[src/tsa_pkg.sv]
package tsa_pkg;
  // ----------------------------------------
  // sizes and encodings
  // ----------------------------------------
  localparam int TEMP_W = 9;
  localparam logic [3:0] ADDR_PREFIX = 4'h9;
  localparam logic [1:0] PTR_TEMP = 2'h0;
  localparam logic [1:0] PTR_CFG = 2'h1;
  localparam logic [1:0] PTR_THYST = 2'h2;
  localparam logic [1:0] PTR_TOS = 2'h3;
  localparam logic [1:0] PTR_RST = 2'h0;
  // 75.0 and 80.0 degrees in half-degree steps
  localparam logic [8:0] THYST_RST = 9'h096;
  localparam logic [8:0] TOS_RST = 9'h0a0;
  // fault queue setting 0..3 needs 1, 2, 4, 6 faults
  localparam logic [11:0] FQ_NEED = {3'h6, 3'h4, 3'h2, 3'h1};
  localparam int FQ_NEED_W = 3;
  // ----------------------------------------
  // timing
  // ----------------------------------------
  localparam int CLK_KHZ = 25000;
  localparam int TIMEOUT_MS = 75;
  localparam int TIMEOUT_CYC = TIMEOUT_MS * CLK_KHZ;
  // ----------------------------------------
  // software port map and event bits
  // ----------------------------------------
  localparam logic [3:0] SW_STATUS = 4'h0;
  localparam logic [3:0] SW_MASK = 4'h1;
  localparam logic [3:0] SW_TEMP = 4'h2;
  localparam logic [3:0] SW_CFG = 4'h3;
  localparam int EV_W = 3;
  localparam int EV_CONV = 0;
  localparam int EV_ALARM = 1;
  localparam int EV_TMO = 2;
  // ----------------------------------------
  // types
  // ----------------------------------------
  typedef struct packed {
    logic [1:0] fault_q;
    logic pol;
    logic intr_mode;
    logic shutdown;
  } tsa_cfg_type;
  localparam tsa_cfg_type CFG_RST = 5'h00;

  typedef struct packed {
    logic [3:0] addr;
    logic [7:0] wdata;
    logic wr;
    logic rd;
  } tsa_sw_req_type;

  typedef enum logic [2:0] {
    ST_IDLE, ST_ADDR, ST_ACK_A, ST_RX, ST_ACK_W, ST_TX, ST_RACK
  } tsa_state_type;
endpackage

[src/tsa_sync.sv]
`timescale 1ns/1ps
module tsa_sync #(
  parameter int W = 5
) (
  input wire logic core_clk,
  input wire logic rst_n,
  input wire logic [W-1:0] pin,
  output logic [W-1:0] level
);
  logic [W-1:0] s1;
  logic [W-1:0] s2;
  logic [W-1:0] s3;

  // ----------------------------------------
  // three stages, accept once 2 and 3 agree
  // ----------------------------------------
  for (genvar i = 0; i < W; i++)
  begin : g_bit
    always_ff @(posedge core_clk or negedge rst_n)
    begin
      if (!rst_n)
      begin
        s1[i] <= 1'b1;
        s2[i] <= 1'b1;
        s3[i] <= 1'b1;
        level[i] <= 1'b1;
      end
      else
      begin
        s1[i] <= pin[i];
        s2[i] <= s1[i];
        s3[i] <= s2[i];
        if (s2[i] == s3[i])
          level[i] <= s3[i];
      end
    end
  end
endmodule // tsa_sync

[src/tsa_top.sv]
// Function
// - each conversion yields a 9-bit result; the newest is kept unless it lands in the first idle cycle after a held result, which then overwrites it
// - temperature readable at any time, giving the last completed result
// - readable value held during a bus read; newer result loaded afterwards
// - programmable delay of up to 6 over-limit conversions before alarm
// - comparator mode: alarm active when temperature rises above high limit
// - comparator mode: alarm released when temperature is below hysteresis
// - interrupt mode: alarm set above high limit, held until any bus read
// - interrupt mode: once cleared, next trip below hysteresis; alternates
// - shutdown clears the alarm output
// - power-up: comparator, active low, 80 and 75 degrees, pointer zero
// - data line low past timeout resets the interface and releases data
// - three static select pins form the low part of the bus address
// - host reads temperature, writes limits and configuration over the bus
// - values are 9-bit two's complement in D15..D7, LSB half a degree
// - pointer picks one of four registers; temperature is read only
// - two-bit fault count in D4..D3 sets consecutive faults to trip
// - D2 picks alarm polarity: zero active low, one active high
`timescale 1ns/1ps
module tsa_top
  import tsa_pkg::*;
#(
  parameter int TIMEOUT_CYCLES = tsa_pkg::TIMEOUT_CYC
) (
  input wire logic core_clk,
  input wire logic rst_n,
  input wire logic scl_in,
  input wire logic sda_in,
  output logic sda_out,
  output logic sda_oe,
  input wire logic addr_select_bit_zero,
  input wire logic addr_select_bit_one,
  input wire logic addr_select_bit_two,
  output logic over_limit_output_out,
  output logic over_limit_output_oe,
  input wire logic conv_valid,
  input wire logic [tsa_pkg::TEMP_W-1:0] conv_result,
  input wire tsa_pkg::tsa_sw_req_type sw_req,
  output logic [7:0] sw_rdata,
  output logic irq
);
  import tsa_pkg::*;

  localparam int CW = $clog2(TIMEOUT_CYCLES + 1);
  localparam logic [CW-1:0] TMO_LAST = CW'(TIMEOUT_CYCLES - 1);

  logic [4:0] pins;
  logic scl_f;
  logic sda_f;
  logic [2:0] sel_pins;
  logic scl_d;
  logic sda_d;
  tsa_state_type state;
  logic [3:0] bit_cnt;
  logic [1:0] byte_cnt;
  logic [7:0] rx_sh;
  logic [7:0] tx_sh;
  logic rw;
  logic mack;
  logic [1:0] ptr;
  tsa_cfg_type cfg;
  logic [8:0] thyst;
  logic [8:0] tos;
  logic [8:0] temp;
  logic [8:0] pend;
  logic pend_v;
  logic os_active;
  logic want_high;
  logic [2:0] fault_cnt;
  logic [CW-1:0] low_cnt;
  logic [EV_W-1:0] status;
  logic [EV_W-1:0] mask;

  // ----------------------------------------
  // pin sampling and bus conditions
  // ----------------------------------------
  assign pins = {scl_in, sda_in, addr_select_bit_two, addr_select_bit_one,
    addr_select_bit_zero};

  tsa_sync #(.W(5)) u_sync (
    .core_clk(core_clk),
    .rst_n(rst_n),
    .pin(pins),
    .level({scl_f, sda_f, sel_pins})
  );

  always_ff @(posedge core_clk or negedge rst_n)
  begin
    if (!rst_n)
    begin
      scl_d <= 1'b1;
      sda_d <= 1'b1;
    end
    else
    begin
      scl_d <= scl_f;
      sda_d <= sda_f;
    end
  end

  wire scl_rise = scl_f & ~scl_d;
  wire scl_fall = ~scl_f & scl_d;
  wire start_c = scl_f & scl_d & sda_d & ~sda_f;
  wire stop_c = scl_f & scl_d & ~sda_d & sda_f;
  wire [6:0] own_addr = {ADDR_PREFIX, sel_pins};
  wire addr_hit = rx_sh[7:1] == own_addr;
  wire busy = state != ST_IDLE;

  // ----------------------------------------
  // stuck data line watchdog
  // ----------------------------------------
  // counts whoever holds the line low, our own drive included
  wire tmo_hit = ~sda_f & (low_cnt == TMO_LAST);

  always_ff @(posedge core_clk or negedge rst_n)
  begin
    if (!rst_n)
      low_cnt <= '0;
    else if (sda_f)
      low_cnt <= '0;
    else if (low_cnt != TMO_LAST)
      low_cnt <= low_cnt + CW'(1);
  end

  // ----------------------------------------
  // register views for the serial side
  // ----------------------------------------
  logic [7:0] hi_byte;
  logic [7:0] lo_byte;
  always_comb
  begin
    hi_byte = temp[8:1];
    lo_byte = {temp[0], 7'h00};
    case (ptr)
      PTR_CFG:
      begin
        hi_byte = {3'h0, cfg};
        lo_byte = {3'h0, cfg};
      end
      PTR_THYST:
      begin
        hi_byte = thyst[8:1];
        lo_byte = {thyst[0], 7'h00};
      end
      PTR_TOS:
      begin
        hi_byte = tos[8:1];
        lo_byte = {tos[0], 7'h00};
      end
      default:
      begin
        hi_byte = temp[8:1];
        lo_byte = {temp[0], 7'h00};
      end
    endcase
  end
  wire [7:0] tx_byte = (byte_cnt == 2'h0) ? hi_byte : lo_byte;
  wire [1:0] byte_inc = (byte_cnt == 2'h3) ? byte_cnt : byte_cnt + 2'h1;

  // ----------------------------------------
  // serial target state machine
  // ----------------------------------------
  wire byte_in = scl_fall & (bit_cnt == 4'h8);
  wire wr_byte = (state == ST_RX) & byte_in;
  wire read_done = (state == ST_RACK) & scl_rise;

  always_ff @(posedge core_clk or negedge rst_n)
  begin
    if (!rst_n)
    begin
      state <= ST_IDLE;
      bit_cnt <= 4'h0;
      byte_cnt <= 2'h0;
      rx_sh <= 8'h00;
      tx_sh <= 8'h00;
      rw <= 1'b0;
      mack <= 1'b0;
      sda_oe <= 1'b0;
    end
    else if (tmo_hit)
    begin
      state <= ST_IDLE;
      sda_oe <= 1'b0;
    end
    else if (start_c)
    begin
      state <= ST_ADDR;
      bit_cnt <= 4'h0;
      sda_oe <= 1'b0;
    end
    else if (stop_c)
    begin
      state <= ST_IDLE;
      sda_oe <= 1'b0;
    end
    else
    begin
      case (state)
        ST_ADDR, ST_RX:
        begin
          if (scl_rise)
          begin
            rx_sh <= {rx_sh[6:0], sda_f};
            bit_cnt <= bit_cnt + 4'h1;
          end
          else if (byte_in && state == ST_RX)
          begin
            sda_oe <= 1'b1;
            state <= ST_ACK_W;
          end
          else if (byte_in && addr_hit)
          begin
            sda_oe <= 1'b1;
            rw <= rx_sh[0];
            byte_cnt <= 2'h0;
            state <= ST_ACK_A;
          end
          else if (byte_in)
            state <= ST_IDLE;
        end
        ST_ACK_A, ST_RACK:
        begin
          if (scl_rise && state == ST_RACK)
          begin
            mack <= ~sda_f;
            byte_cnt <= byte_inc;
          end
          else if (scl_fall && (state == ST_ACK_A ? rw : mack))
          begin
            tx_sh <= {tx_byte[6:0], 1'b0};
            sda_oe <= ~tx_byte[7];
            bit_cnt <= 4'h1;
            state <= ST_TX;
          end
          else if (scl_fall)
          begin
            sda_oe <= 1'b0;
            bit_cnt <= 4'h0;
            state <= (state == ST_ACK_A) ? ST_RX : ST_IDLE;
          end
        end
        ST_ACK_W:
        begin
          if (scl_fall)
          begin
            sda_oe <= 1'b0;
            bit_cnt <= 4'h0;
            byte_cnt <= byte_inc;
            state <= ST_RX;
          end
        end
        ST_TX:
        begin
          if (byte_in)
          begin
            sda_oe <= 1'b0;
            state <= ST_RACK;
          end
          else if (scl_fall)
          begin
            sda_oe <= ~tx_sh[7];
            tx_sh <= {tx_sh[6:0], 1'b0};
            bit_cnt <= bit_cnt + 4'h1;
          end
        end
        default:
          bit_cnt <= 4'h0;
      endcase
    end
  end
  assign sda_out = 1'b0;

  // ----------------------------------------
  // pointer, limits and configuration
  // ----------------------------------------
  // a lone first data byte fills D15..D8 and clears D7; the second byte sets D7
  always_ff @(posedge core_clk or negedge rst_n)
  begin
    if (!rst_n)
    begin
      ptr <= PTR_RST;
      cfg <= CFG_RST;
      thyst <= THYST_RST;
      tos <= TOS_RST;
    end
    else if (wr_byte && byte_cnt == 2'h0)
      ptr <= rx_sh[1:0];
    else if (wr_byte && ptr == PTR_CFG)
      cfg <= rx_sh[4:0];
    else if (wr_byte && ptr == PTR_THYST && byte_cnt == 2'h1)
      thyst <= {rx_sh, 1'b0};
    else if (wr_byte && ptr == PTR_THYST && byte_cnt == 2'h2)
      thyst[0] <= rx_sh[7];
    else if (wr_byte && ptr == PTR_TOS && byte_cnt == 2'h1)
      tos <= {rx_sh, 1'b0};
    else if (wr_byte && ptr == PTR_TOS && byte_cnt == 2'h2)
      tos[0] <= rx_sh[7];
  end

  // ----------------------------------------
  // conversion result with read freeze
  // ----------------------------------------
  always_ff @(posedge core_clk or negedge rst_n)
  begin
    if (!rst_n)
    begin
      temp <= '0;
      pend <= '0;
      pend_v <= 1'b0;
    end
    else if (conv_valid && busy)
    begin
      pend <= conv_result;
      pend_v <= 1'b1;
    end
    else if (conv_valid)
      temp <= conv_result;
    else if (pend_v && !busy)
    begin
      temp <= pend;
      pend_v <= 1'b0;
    end
  end

  // ----------------------------------------
  // alarm with fault queue
  // ----------------------------------------
  wire fault = want_high ? ($signed(conv_result) > $signed(tos))
    : ($signed(conv_result) < $signed(thyst));
  wire [2:0] need = FQ_NEED[cfg.fault_q * FQ_NEED_W +: FQ_NEED_W];
  wire [2:0] fault_inc = fault_cnt + 3'h1;
  wire trip = conv_valid & ~cfg.shutdown & fault & (fault_inc >= need);
  wire os_drive = cfg.pol ? ~os_active : os_active;

  always_ff @(posedge core_clk or negedge rst_n)
  begin
    if (!rst_n)
    begin
      os_active <= 1'b0;
      want_high <= 1'b1;
      fault_cnt <= 3'h0;
    end
    else if (cfg.shutdown)
    begin
      os_active <= 1'b0;
      want_high <= 1'b1;
      fault_cnt <= 3'h0;
    end
    else if (trip)
    begin
      // set beats a read landing in the same cycle
      os_active <= cfg.intr_mode | want_high;
      want_high <= ~want_high;
      fault_cnt <= 3'h0;
    end
    else
    begin
      if (conv_valid)
        fault_cnt <= fault ? fault_inc : 3'h0;
      if (read_done && cfg.intr_mode)
        os_active <= 1'b0;
    end
  end

  // open drain: only ever pulls low
  always_ff @(posedge core_clk or negedge rst_n)
  begin
    if (!rst_n)
      over_limit_output_oe <= 1'b0;
    else
      over_limit_output_oe <= os_drive;
  end
  assign over_limit_output_out = 1'b0;

  // ----------------------------------------
  // software port and interrupt
  // ----------------------------------------
  wire [EV_W-1:0] ev = {tmo_hit, trip & ~os_active, conv_valid};
  wire sw_wr_st = sw_req.wr & (sw_req.addr == SW_STATUS);
  wire sw_wr_mk = sw_req.wr & (sw_req.addr == SW_MASK);
  wire [EV_W-1:0] clr = sw_wr_st ? sw_req.wdata[EV_W-1:0] : '0;
  logic [7:0] sw_sel;
  always_comb
  begin
    case (sw_req.addr)
      SW_STATUS: sw_sel = 8'({status});
      SW_MASK: sw_sel = 8'({mask});
      SW_TEMP: sw_sel = temp[8:1];
      SW_CFG: sw_sel = {os_active, pend_v, 1'b0, cfg};
      default: sw_sel = 8'h00;
    endcase
  end

  always_ff @(posedge core_clk or negedge rst_n)
  begin
    if (!rst_n)
    begin
      status <= '0;
      mask <= '0;
      sw_rdata <= 8'h00;
      irq <= 1'b0;
    end
    else
    begin
      // a new event wins over a write-one clear
      status <= (status & ~clr) | ev;
      if (sw_wr_mk)
        mask <= sw_req.wdata[EV_W-1:0];
      sw_rdata <= sw_req.rd ? sw_sel : 8'h00;
      irq <= |(status & mask);
    end
  end
endmodule // tsa_top

[config.mk]
export PLATFORM = sky130hd
export DESIGN_NAME = tsa_top
export DESIGN_NICKNAME = d
export VERILOG_FILES = /design/src/tsa_pkg.sv /design/src/tsa_sync.sv /design/src/tsa_top.sv
export SDC_FILE = /design/constraint.sdc
export NUM_CORES = 1
export LEC_CHECK = 0
export CAP_MARGIN = 20
export CORE_ASPECT_RATIO = 0.7
export CORE_MARGIN = 1.5
export CORE_UTILIZATION = 40
export DETAILED_ROUTE_END_ITERATION = 10
export DONT_BUFFER_PORTS = 1
export PLACE_DENSITY = 0.58
export SETUP_SLACK_MARGIN = 0.4
export SLEW_MARGIN = 20
export SYNTH_ARGS = -nofsm -noshare
export SYNTH_HDL_FRONTEND = slang
export SYNTH_SLANG_ARGS = --single-unit
export TNS_END_PERCENT = 30
[constraint.sdc]
create_clock -name core_clk -period 4.29 [get_ports core_clk]
set_input_delay 0.858 -clock core_clk [delete_from_list [all_inputs] [get_ports core_clk]]
set_output_delay 0.858 -clock core_clk [all_outputs]
set_load 0.01 [all_outputs]
==> results of run 1 <==
## routing by layer
| metal | share of wire [%] | GRT usage, % |
|---|---|---|
| met1 | 51 | 28.1 |
| met3 | 5.4 | 4.69 |
| met4 | 1.2 | 7.04 |
| met5 | 0 | 0 |
| met2 | 42 | 24.9 |
## path summary, 6_finish.rpt
| check | slack [ns] | to |
|---|---|---|
| setup / recovery | 1.66 | tos[6] |
| hold / removal | 0.13 | bit_cnt[2] |
| setup reg to reg | 1.66 | tos[6] |
| hold reg to reg | 0.35 | u_sync.s2[2] |
| max in group asynchronous | 3.82 | u_sync.s1[3] |
| min in group core_clk | 0.35 | u_sync.s2[2] |
## sequential cells by signal, indices dropped and copies added, names as in the netlist, 4 cells and up
signal        count
u_sync.s2         5
tos               9
u_sync.level      5
bit_cnt           4
tx_sh             7
low_cnt          21
cfg               5
temp              9
u_sync.s1         5
thyst             9
u_sync.s3         5
sw_rdata          8
pend              9
rx_sh             8
## worst max-delay path, stage by stage, from the launching register on
cell and delay [ns]:
dfrtp_1 0.59, nor2b_1 0.42, nand4_1 0.18, nor3b_1 0.44, nand3_1 0.45, mux2_2 0.44
## Yosys cell counts, drive strengths merged (6+ instances only)
library cell / n / area [um2]
xor2: 10 / 87.6
xnor2: 14 / 123
inv: 39 / 146
ha: 28 / 350
dfstp: 29 / 762
nor2: 72 / 270
nand4: 9 / 56.3
nand2b: 8 / 50.1
o21ai: 20 / 100
o221ai: 6 / 52.6
mux2: 46 / 526
mux2i: 26 / 260
a21o: 6 / 45.0
maj3: 6 / 60.1
nor3: 6 / 30.0
a21oi: 39 / 195
nand3: 21 / 105
dfrtp: 106 / 2650
nand2: 50 / 193
a22oi: 7 / 52.6
buf: 9 / 50.0
clkbuf: 19 / 71.3
and3: 10 / 73.8
nor2b: 8 / 50.1
## final cells by class
class / count / area [um2]
fill: 1577 / 9380
sequential: 135 / 3410
multi-input combinational: 459 / 3270
clock buffer: 21 / 450
tap: 231 / 289
inverter: 39 / 146
clock inverter: 11 / 101
timing repair buffer: 1 / 7.51
## placed cells by master, fill, tap and decap left out, types with 6 or more instances in the layout
cell,synthesis,final
a22oi_1,7,7
nor2_1,72,72
o221ai_1,6,6
mux2_2,44,44
nor2b_1,8,8
a21oi_1,39,39
and3_1,7,7
maj3_1,6,6
nand2_1,48,48
nor3_1,6,6
nand2b_1,8,8
o21ai_0,19,19
xnor2_1,14,14
mux2i_1,26,26
xor2_1,10,10
clkbuf_16,0,17
dfstp_2,29,29
inv_1,39,39
nand3_1,21,21
ha_1,28,28
a21o_1,6,6
nand4_1,9,9
dfrtp_1,106,106
## logic make-up after synthesis
kind of cell / share of synthesized area [%]
simple gates: 15.2
flops: 49.1
compound gates: 10.6
mux: 12.3
buf+inv: 3.85
fa+ha+maj: 5.90
xor+xnor: 3.02
other cells: 0.0539
## power groups by stage
stage,Clock (uW),Combinational [uW],Sequential (uW)
after detailed placement,0,345,1600
after global placement,0,333,1590
after CTS,1410,347,1580
after floorplan,0,296,1530
final,1370,349,1580
after global routing,1480,389,1600
## through the flow
step           power [uW]  util, %  cell area, um2
5_1_grt              3460     45.0            7680
6_report             3290     45.0            7680
4_1_cts              3330     45.0            7680
3_3_place_gp         1930     41.8            7130
2_1_floorplan        1820        -            6960
3_5_place_dp         1940     41.8            7130
==> run summary, run 1 <==
Outcome = finished, final reports clean
Starting DRC count in detailed routing = 395
Critical path startpoint = state[2]
Crit path launch type = register
Sink Count = 135
Nets = 712
Fmax = 380 MHz
Main synth FF type = dfrtp_1
GP Congestion = 0.862
Die Wd = 161 um
Worst setup margin = 1.66 ns
Vias in the first global route = 4834
Fraction of registers with async set/reset = 100%
Slew headroom = 34.9%
Routed via count = 4909
H-Tree Depth = 4
DP HPWL = 10900 um
Cts-stage hold buffer count = 0
CTS tree = yes
DRC Markers = 0
Total global routing overflow = 0
Pleak = 0.00331 uW
Min Hold Slack = 0.134 ns
Initial antenna violation count = 0
#FFs+latches synth = 135
CTS max path bufs = 2
Layout Cells excl Fill = 897
Sequential power share = 47.9%
Synth warn = 0
Final Hold Fails = 0
Share of cells above drive strength 1 = 17.9%
Number of flops mapped to enable cells by yosys = 0
Starting Density = 40.7%
Clk_skew = 0.0105 ns
Power per cell area = 429 nW/um2
Logic pwr share = 10.6%
Io pins = 44
RSZ-0062 raised after global routing = false
VDD IR max = 192 uV
Crit. End Element = register
Clock slew at reported path FFs = 0.06 ns
Critical path type = register to register
Register area share after synthesis = 49.1%
Clock share of power = 41.6%
Critical path arrival = 2.94 ns
Total Wirelength = 15400 um
I/O Buffers = 0
Area Overhead vs Synth = 10.5%
CP Max Fanout = 18
Synth Instances = 660
Worst skew pair latency = 0.43 ns
Core ar. = 17100 um2
Psw = 876 uW
Setup TNS = 0 ns
Unique masters post-synth = 65
Worst slack at placement = 1.35 ns
Fin crit share = 61.3%
Max cap viols = 0
R2R depth = 5
Hold crit path type = input port to asynchronous set/reset pin
Internal power = 2420 uW
Sw Ratio = 26.6%
Dpl cells = 865
DIE HEIGHT = 113 um
Tmin final = 2.63 ns
Cts bufs inserted = 17
Die area = 18200 um2
Total iterations of the first detailed-routing run = 6
Root buf cell = clkbuf_16
Pins Over Slew Limit = 0
CP required = 4.60 ns
Avg Cell Area, Syn = 10.5 um2
Slew @ Worst Pin = 0.973 ns
Drt via density = 5.47
Post CTS Setup Buffer Count = 0
Largest net degree at the start of global routing = 136
First-pass GRT wire length = 25900 um
ANT nets after route = 0
Post_cts resized = 0
Worst reg2reg path startpoint = state[2]
Core Rows = 40
GR Util All Layers = 18.5%
# diodes = 0
Syn Std Cell Area = 6950 um2
Routed length per instance = 17.2 um
Setup Viol. Count Final = 0
No activity file was read; power rests on OpenSTA's default activity.
==> inputs of run 2 (changes only) <==
- PLACE_DENSITY: 0.58 -> 0.6
- clock period: 4.29 -> 2.2 ns (I/O delays scaled with it)
==> run 2 against run 1 <==
Compared with the run above: critical endpoint is now want_high; wire length increased by 11%; clock-buffer cell count increased by 3; total power increased by 110%; largest power group unchanged; via count increased by 7.6%; combinational power increased to 2.6 times the previous value; clock power increased by 110%; the run now ends with negative hold slack, negative setup slack left; first-iteration DRC count increased by 0.51%; cell area increased by 15%; highest routed layer unchanged; sequential power increased by 92%.
==> run summary, run 2 (same netlist as run 1, synthesis figures left out) <==
Outcome = finished, violations left (was finished, final reports clean)
Failing checks = negative hold slack, negative setup slack
Critical path startpoint = tos[5] (was state[2])
Internal power = 5070 uW (was 2420 uW)
Slowest stage delay, CP = 0.53 ns (was 0.59 ns)
Total iterations of the first detailed-routing run = 5 (was 6)
R2R depth = 10 (was 5)
Die area = 18200 um2 (unchanged)
Critical path arrival = 2.61 ns (was 2.94 ns)
Die Wd = 161 um (unchanged)
Sink Count = 135 (unchanged)
RSZ-0062 raised after global routing = true (was false)
Total global routing overflow = 0 (unchanged)
Routed length per instance = 17.8 um (was 17.2 um)
H-Tree Depth = 4 (unchanged)
Total Wirelength = 17200 um (was 15400 um)
Critical Path, Cell by Cell = inv_2, ha_4, a21o_1, a2111oi_2, buf_4, o21ai_1, a31oi_1, buf_4, or4_4, mux2i_1 (was nor2b_1, nand4_1, nor3b_1, nand3_1, mux2_2)
Min Hold Slack = -0.296 ns (was 0.134 ns)
Area Overhead vs Synth = 26.9% (was 10.5%)
Fmax = 443 MHz (was 380 MHz)
Post-DP Area = 7690 um2 (was 7130 um2)
GP Congestion = 0.838 (was 0.862)
CP Max Fanout = 3 (was 18)
Hold crit path type = input port to asynchronous set/reset pin (unchanged)
Starting Density = 40.7% (unchanged)
Worst skew pair latency = 0.43 ns (about the same)
Tmin final = 2.26 ns (was 2.63 ns)
Sw Ratio = 26.3% (was 26.6%)
Buf+Inv Stages, Crit Path = 3 (was 0)
R2R setup slack = -0.06 ns (was 1.66 ns)
Sequential power share = 44.3% (was 47.9%)
Dpl cells = 921 (was 865)
Most used cell, CP = buf_4
I/O Buffers = 0 (unchanged)
Worst setup margin = -0.0589 ns (was 1.66 ns)
Most common cell after layout, fill and taps aside = dfrtp_1 (unchanged)
Crit path launch type = register (unchanged)
CP max-delay cell = dfstp_2 (was dfrtp_1)
Commonest non-fill, non-tap cells in the layout = dfrtp_1 (106), nor2_1 (66), buf_4 (52) (was dfrtp_1 (106), nor2_1 (72), nand2_1 (48))
Share of cells above drive strength 1 = 33.1% (was 17.9%)
DP HPWL = 12000 um (was 10900 um)
Crit. End Element = register (unchanged)
Starting DRC count in detailed routing = 397 (was 395)
Clk_skew = 0.0137 ns (was 0.0105 ns)
CP required = 2.55 ns (was 4.60 ns)
Pins Over Slew Limit = 0 (unchanged)
Core Rows = 40 (unchanged)
CTS max path bufs = 2 (unchanged)
Initial antenna violation count = 0 (unchanged)
CTS tree = yes (unchanged)
Reg with most FFs = low_cnt (unchanged)
CP Capture Point = want_high (was tos[6])
Clock share of power = 42.7% (was 41.6%)
Logic pwr share = 13.1% (was 10.6%)
VDD IR max = 448 uV (was 192 uV)
Routed via count = 5284 (was 4909)
Largest net degree at the start of global routing = 136 (unchanged)
Filler cell count = 1455 (was 1577)
Setup TNS = -0.202 ns (was 0 ns)
Clock slew at reported path FFs = 0.07 ns (was 0.06 ns)
Cts-stage hold buffer count = 5 (was 0)
Stages on worst setup path = 10 (was 5)
Vias in the first global route = 5306 (was 4834)
Io pins = 44 (unchanged)
Post-route cell area = 8820 um2 (was 7680 um2)
Core ar. = 17100 um2 (unchanged)
Max cap viols = 0 (unchanged)
Max reg flops = 21 (unchanged)
Layout Cells excl Fill = 963 (was 897)
ANT nets after route = 0 (unchanged)
Critical path type = register to register (unchanged)
Final Hold Fails = 109 (was 0)
Power per cell area = 779 nW/um2 (was 429 nW/um2)
Fin crit share = 103% (was 61.3%)
Cell family with most CP delay = compound AO/OA/AOI/OAI gates (was simple AND/OR/NAND/NOR gates)
GR Util All Layers = 20.0% (was 18.5%)
Worst reg2reg path startpoint = tos[5] (was state[2])
Nets = 778 (was 712)
Setup Viol. Count Final = 6 (was 0)
DIE HEIGHT = 113 um (unchanged)
Cts bufs inserted = 17 (unchanged)
# diodes = 0 (unchanged)
Pleak = 0.00384 uW (was 0.00331 uW)
Worst slack at placement = -0.167 ns (was 1.35 ns)
Reg-to-Reg End = want_high (was tos[6])
DRC Markers = 0 (unchanged)
First-pass GRT wire length = 28200 um (was 25900 um)
Psw = 1810 uW (was 876 uW)
Root buf cell = clkbuf_16 (unchanged)
Drt via density = 5.49 (was 5.47)
run 2: final cells by class:
cell class	instances	area (um2)	area share, %
well taps	231	289	3.28
inverters	39	150	1.70
clock inverters	8	81.3	0.922
repair buffers	66	542	6.14
multi-input cells	460	3810	43.2
clock buffers	24	536	6.07
flip-flops and latches	135	3410	38.7
run 2: worst reg2reg max path: cells and delay by family (launching register included):
family / cells / cell delay (ns)
buf+inv: 3 / 0.38
simple gates: 1 / 0.15
mux: 1 / 0.19
flops: 1 / 0.53
compound gates: 4 / 0.80
fa+ha+maj: 1 / 0.14
run 2: per-layer routing:
layer | vias to the layer above | GRT usage [%] | routed length [um]
met5 | - | 0 | 0
met4 | 0 | 5.67 | 209
met3 | 17 | 4.91 | 928
met2 | 124 | 28.6 | 7550
met1 | 2689 | 29.7 | 8500
li1 | 2454 | - | -
run 2: repair_timing:
| action | CTS | global route |
|---|---|---|
| pin swaps | 21 | 29 |
| resized for setup | 72 | 31 |
| buffers inserted | 4 | 0 |
| endpoints found under the setup margin | 72 | 87 |
| cloned | 1 | 0 |
| endpoints found under the hold margin | 140 | 135 |
run 2: metrics by stage:
| step | total power [uW] | util (%) |
|---|---|---|
| 3_5_place_dp | 3900 | 45.1 |
| 4_1_cts | 6890 | 50.8 |
| 3_3_place_gp | 3860 | 45.1 |
| 2_1_floorplan | 3580 | - |
| 5_1_grt | 7160 | 51.7 |
| 6_report | 6870 | 51.7 |
run 2: power groups by stage:
stage / sequential [uW] / clock, uW / combinational, uW
final: 3040 / 2930 / 898
after global routing: 3070 / 3110 / 984
after CTS: 3040 / 2980 / 873
after detailed placement: 3080 / 0 / 821
after global placement: 3060 / 0 / 795
after floorplan: 2980 / 0 / 598
run 2: worst min-delay path by stage:
stage | startpoint | to | slack, ns | depth (start not counted)
6_report | rst_n | mask[0] | -0.30 | 0
2_1_floorplan | rst_n | bit_cnt[0] | 0.14 | 0
3_3_place_gp | rst_n | sw_rdata[0] | 0.15 | 0
5_1_grt | rst_n | sw_rdata[0] | -0.32 | 0
4_1_cts | rst_n | mask[0] | -0.31 | 0
3_5_place_dp | rst_n | mask[0] | 0.15 | 0
==> inputs of run 3 (changes only) <==
- CELL_PAD_IN_SITES_DETAIL_PLACEMENT: default -> 0
- CELL_PAD_IN_SITES_GLOBAL_PLACEMENT: default -> 1
- PLACE_DENSITY: 0.6 -> 0.72
==> run 3 against run 2 <==
Compared with the run above: the run ends with negative hold slack left; die area stayed put; cell area decreased by 2.4%; combinational power shrank 6.2%; critical path type unchanged; critical path depth fell by 1; total power down 3.6%; first-iteration DRC count up 9.3%; cell count grew 0.10%; worst hold slack gained 0.012 ns; sequential power about the same; largest cell class unchanged; global-route usage shrank 0.48 points; worst setup slack better by 0.11 ns.
==> run summary, run 3 (same netlist as run 1, synthesis figures left out) <==
Outcome = finished, violations left (unchanged)
Failing checks = negative hold slack (was negative hold slack, negative setup slack)
Crit. End Element = register (unchanged)
Critical path arrival = 2.47 ns (was 2.61 ns)
Hold crit path type = input port to asynchronous set/reset pin (unchanged)
ANT nets after route = 0 (unchanged)
Total global routing overflow = 0 (unchanged)
CP Max Fanout = 3 (unchanged)
Cell family with most CP delay = compound AO/OA/AOI/OAI gates (unchanged)
Setup Viol. Count Final = 0 (was 6)
RSZ-0062 raised after global routing = true (unchanged)
Share of cells above drive strength 1 = 30.4% (was 33.1%)
Die Wd = 161 um (unchanged)
Routed length per instance = 17.7 um (was 17.8 um)
Worst skew pair latency = 0.43 ns (about the same)
Stages on worst setup path = 9 (was 10)
Min Hold Slack = -0.284 ns (was -0.296 ns)
Crit path launch type = register (unchanged)
H-Tree Depth = 4 (unchanged)
Io pins = 44 (unchanged)
I/O Buffers = 0 (unchanged)
Filler cell count = 1497 (was 1455)
Layout Cells excl Fill = 964 (was 963)
Setup TNS = 0 ns (was -0.202 ns)
Buf+Inv Stages, Crit Path = 2 (was 3)
Largest net degree at the start of global routing = 136 (unchanged)
Tmin final = 2.15 ns (was 2.26 ns)
Sink Count = 135 (unchanged)
Post-DP Area = 7680 um2 (was 7690 um2)
Cts-stage hold buffer count = 5 (unchanged)
Core ar. = 17100 um2 (unchanged)
Reg with most FFs = low_cnt (unchanged)
Cts bufs inserted = 17 (unchanged)
CP max-delay cell = dfstp_2 (unchanged)
Total iterations of the first detailed-routing run = 5 (unchanged)
Clock slew at reported path FFs = 0.06 ns (was 0.07 ns)
Initial antenna violation count = 0 (unchanged)
Max cap viols = 0 (unchanged)
DP HPWL = 11800 um (was 12000 um)
Pins Over Slew Limit = 0 (unchanged)
First-pass GRT wire length = 27400 um (was 28200 um)
Routed via count = 5264 (was 5284)
DRC Markers = 0 (unchanged)
Area Overhead vs Synth = 23.9% (was 26.9%)
Root buf cell = clkbuf_16 (unchanged)
Commonest non-fill, non-tap cells in the layout = dfrtp_1 (106), nor2_1 (71), buf_4 (56) (was dfrtp_1 (106), nor2_1 (66), buf_4 (52))
Core Rows = 40 (unchanged)
Dpl cells = 920 (was 921)
Starting Density = 40.7% (unchanged)
# diodes = 0 (unchanged)
Slowest stage delay, CP = 0.54 ns (was 0.53 ns)
CTS max path bufs = 2 (unchanged)
Fin crit share = 97.9% (was 103%)
DIE HEIGHT = 113 um (unchanged)
Power per cell area = 769 nW/um2 (was 779 nW/um2)
CTS tree = yes (unchanged)
Critical Path, Cell by Cell = inv_2, ha_4, a21o_1, a2111oi_4, o21ai_2, a31oi_2, nor4b_2, buf_4, a32o_1 (was inv_2, ha_4, a21o_1, a2111oi_2, buf_4, o21ai_1, a31oi_1, buf_4, or4_4, mux2i_1)
CP required = 2.52 ns (was 2.55 ns)
Fmax = 464 MHz (was 443 MHz)
R2R depth = 9 (was 10)
Nets = 779 (was 778)
Pleak = 0.00379 uW (was 0.00384 uW)
VDD IR max = 437 uV (was 448 uV)
GP Congestion = 0.865 (was 0.838)
Vias in the first global route = 5109 (was 5306)
Starting DRC count in detailed routing = 434 (was 397)
Final Hold Fails = 135 (was 109)
Die area = 18200 um2 (unchanged)
Post-route cell area = 8610 um2 (was 8820 um2)
Drt via density = 5.46 (was 5.49)
Critical path type = register to register (unchanged)
GR Util All Layers = 19.5% (was 20.0%)
Clk_skew = 0.00959 ns (was 0.0137 ns)
Max reg flops = 21 (unchanged)
Most common cell after layout, fill and taps aside = dfrtp_1 (unchanged)
Total Wirelength = 17100 um (was 17200 um)
[run 3: cell count changes in the layout (fill, tap and decap cells not counted), sizes merged]
| cell | change |
|---|---|
| o211a | +1 |
| clkinv | -1 |
| nand2 | -1 |
| inv | +5 |
| clkbuf | -4 |
| bufinv | -1 |
| buf | +1 |
| clkinvlp | +1 |
[run 3: path summary, 6_finish.rpt]
| path | from | to | slack (ns) |
|---|---|---|---|
| max | tos[5] | fault_cnt[2] | 0.05 |
| min | rst_n | bit_cnt[3] | -0.28 |
| max reg2reg | tos[5] | fault_cnt[2] | 0.05 |
| min reg2reg | u_sync.s1[2] | u_sync.s2[2] | 0.35 |
| max in group asynchronous | rst_n | scl_d | 2.20 |
| min in group core_clk | sw_req[10] | sw_rdata[5] | 0.07 |
[run 3: final cells by class]
class                           count  area, um2  area share, %
Timing Repair Buffer               67        547           6.35
Sequential cell                   135       3410           39.6
Clock buffer                       20        479           5.56
Tap cell                          231        289           3.36
Clock inverter                     12       87.6           1.02
Multi-Input combinational cell    460       3650           42.4
Inverter                           39        146           1.70
[run 3: metrics by stage]
step	utilization [%]	total power, uW	setup slack [ns]	hold WS [ns]
after floorplan	-	3580	0.0283	0.144
after global placement	45.0	3840	-0.236	0.151
after detailed placement	45.0	3870	-0.185	0.151
after CTS	49.2	6640	0.0348	-0.302
after global routing	50.5	6900	-0.0680	-0.314
final	50.5	6630	0.0466	-0.284
[run 3: what timing repair did]
action                                  4_1_cts  5_1_grt
pin swaps                                     7       12
setup buffers                                 1        5
endpoints found under the hold margin       140      135
resized for setup                            18       41
endpoints found under the setup margin       76       78
gates cloned                                  1        0
[run 3: per-layer routing]
| layer | GRT usage, % | wire length, um | up-vias |
|---|---|---|---|
| li1 | - | - | 2470 |
| met5 | 0 | 0 | - |
| met1 | 28.5 | 8530 | 2623 |
| met4 | 5.36 | 183 | 0 |
| met3 | 5.39 | 1120 | 17 |
| met2 | 28.1 | 7270 | 154 |
[run 3: power by group]
part,switching (uW),internal (uW)
Sequential,266,2780
Clock,1150,1590
Combinational,407,435
Total,1830,4800
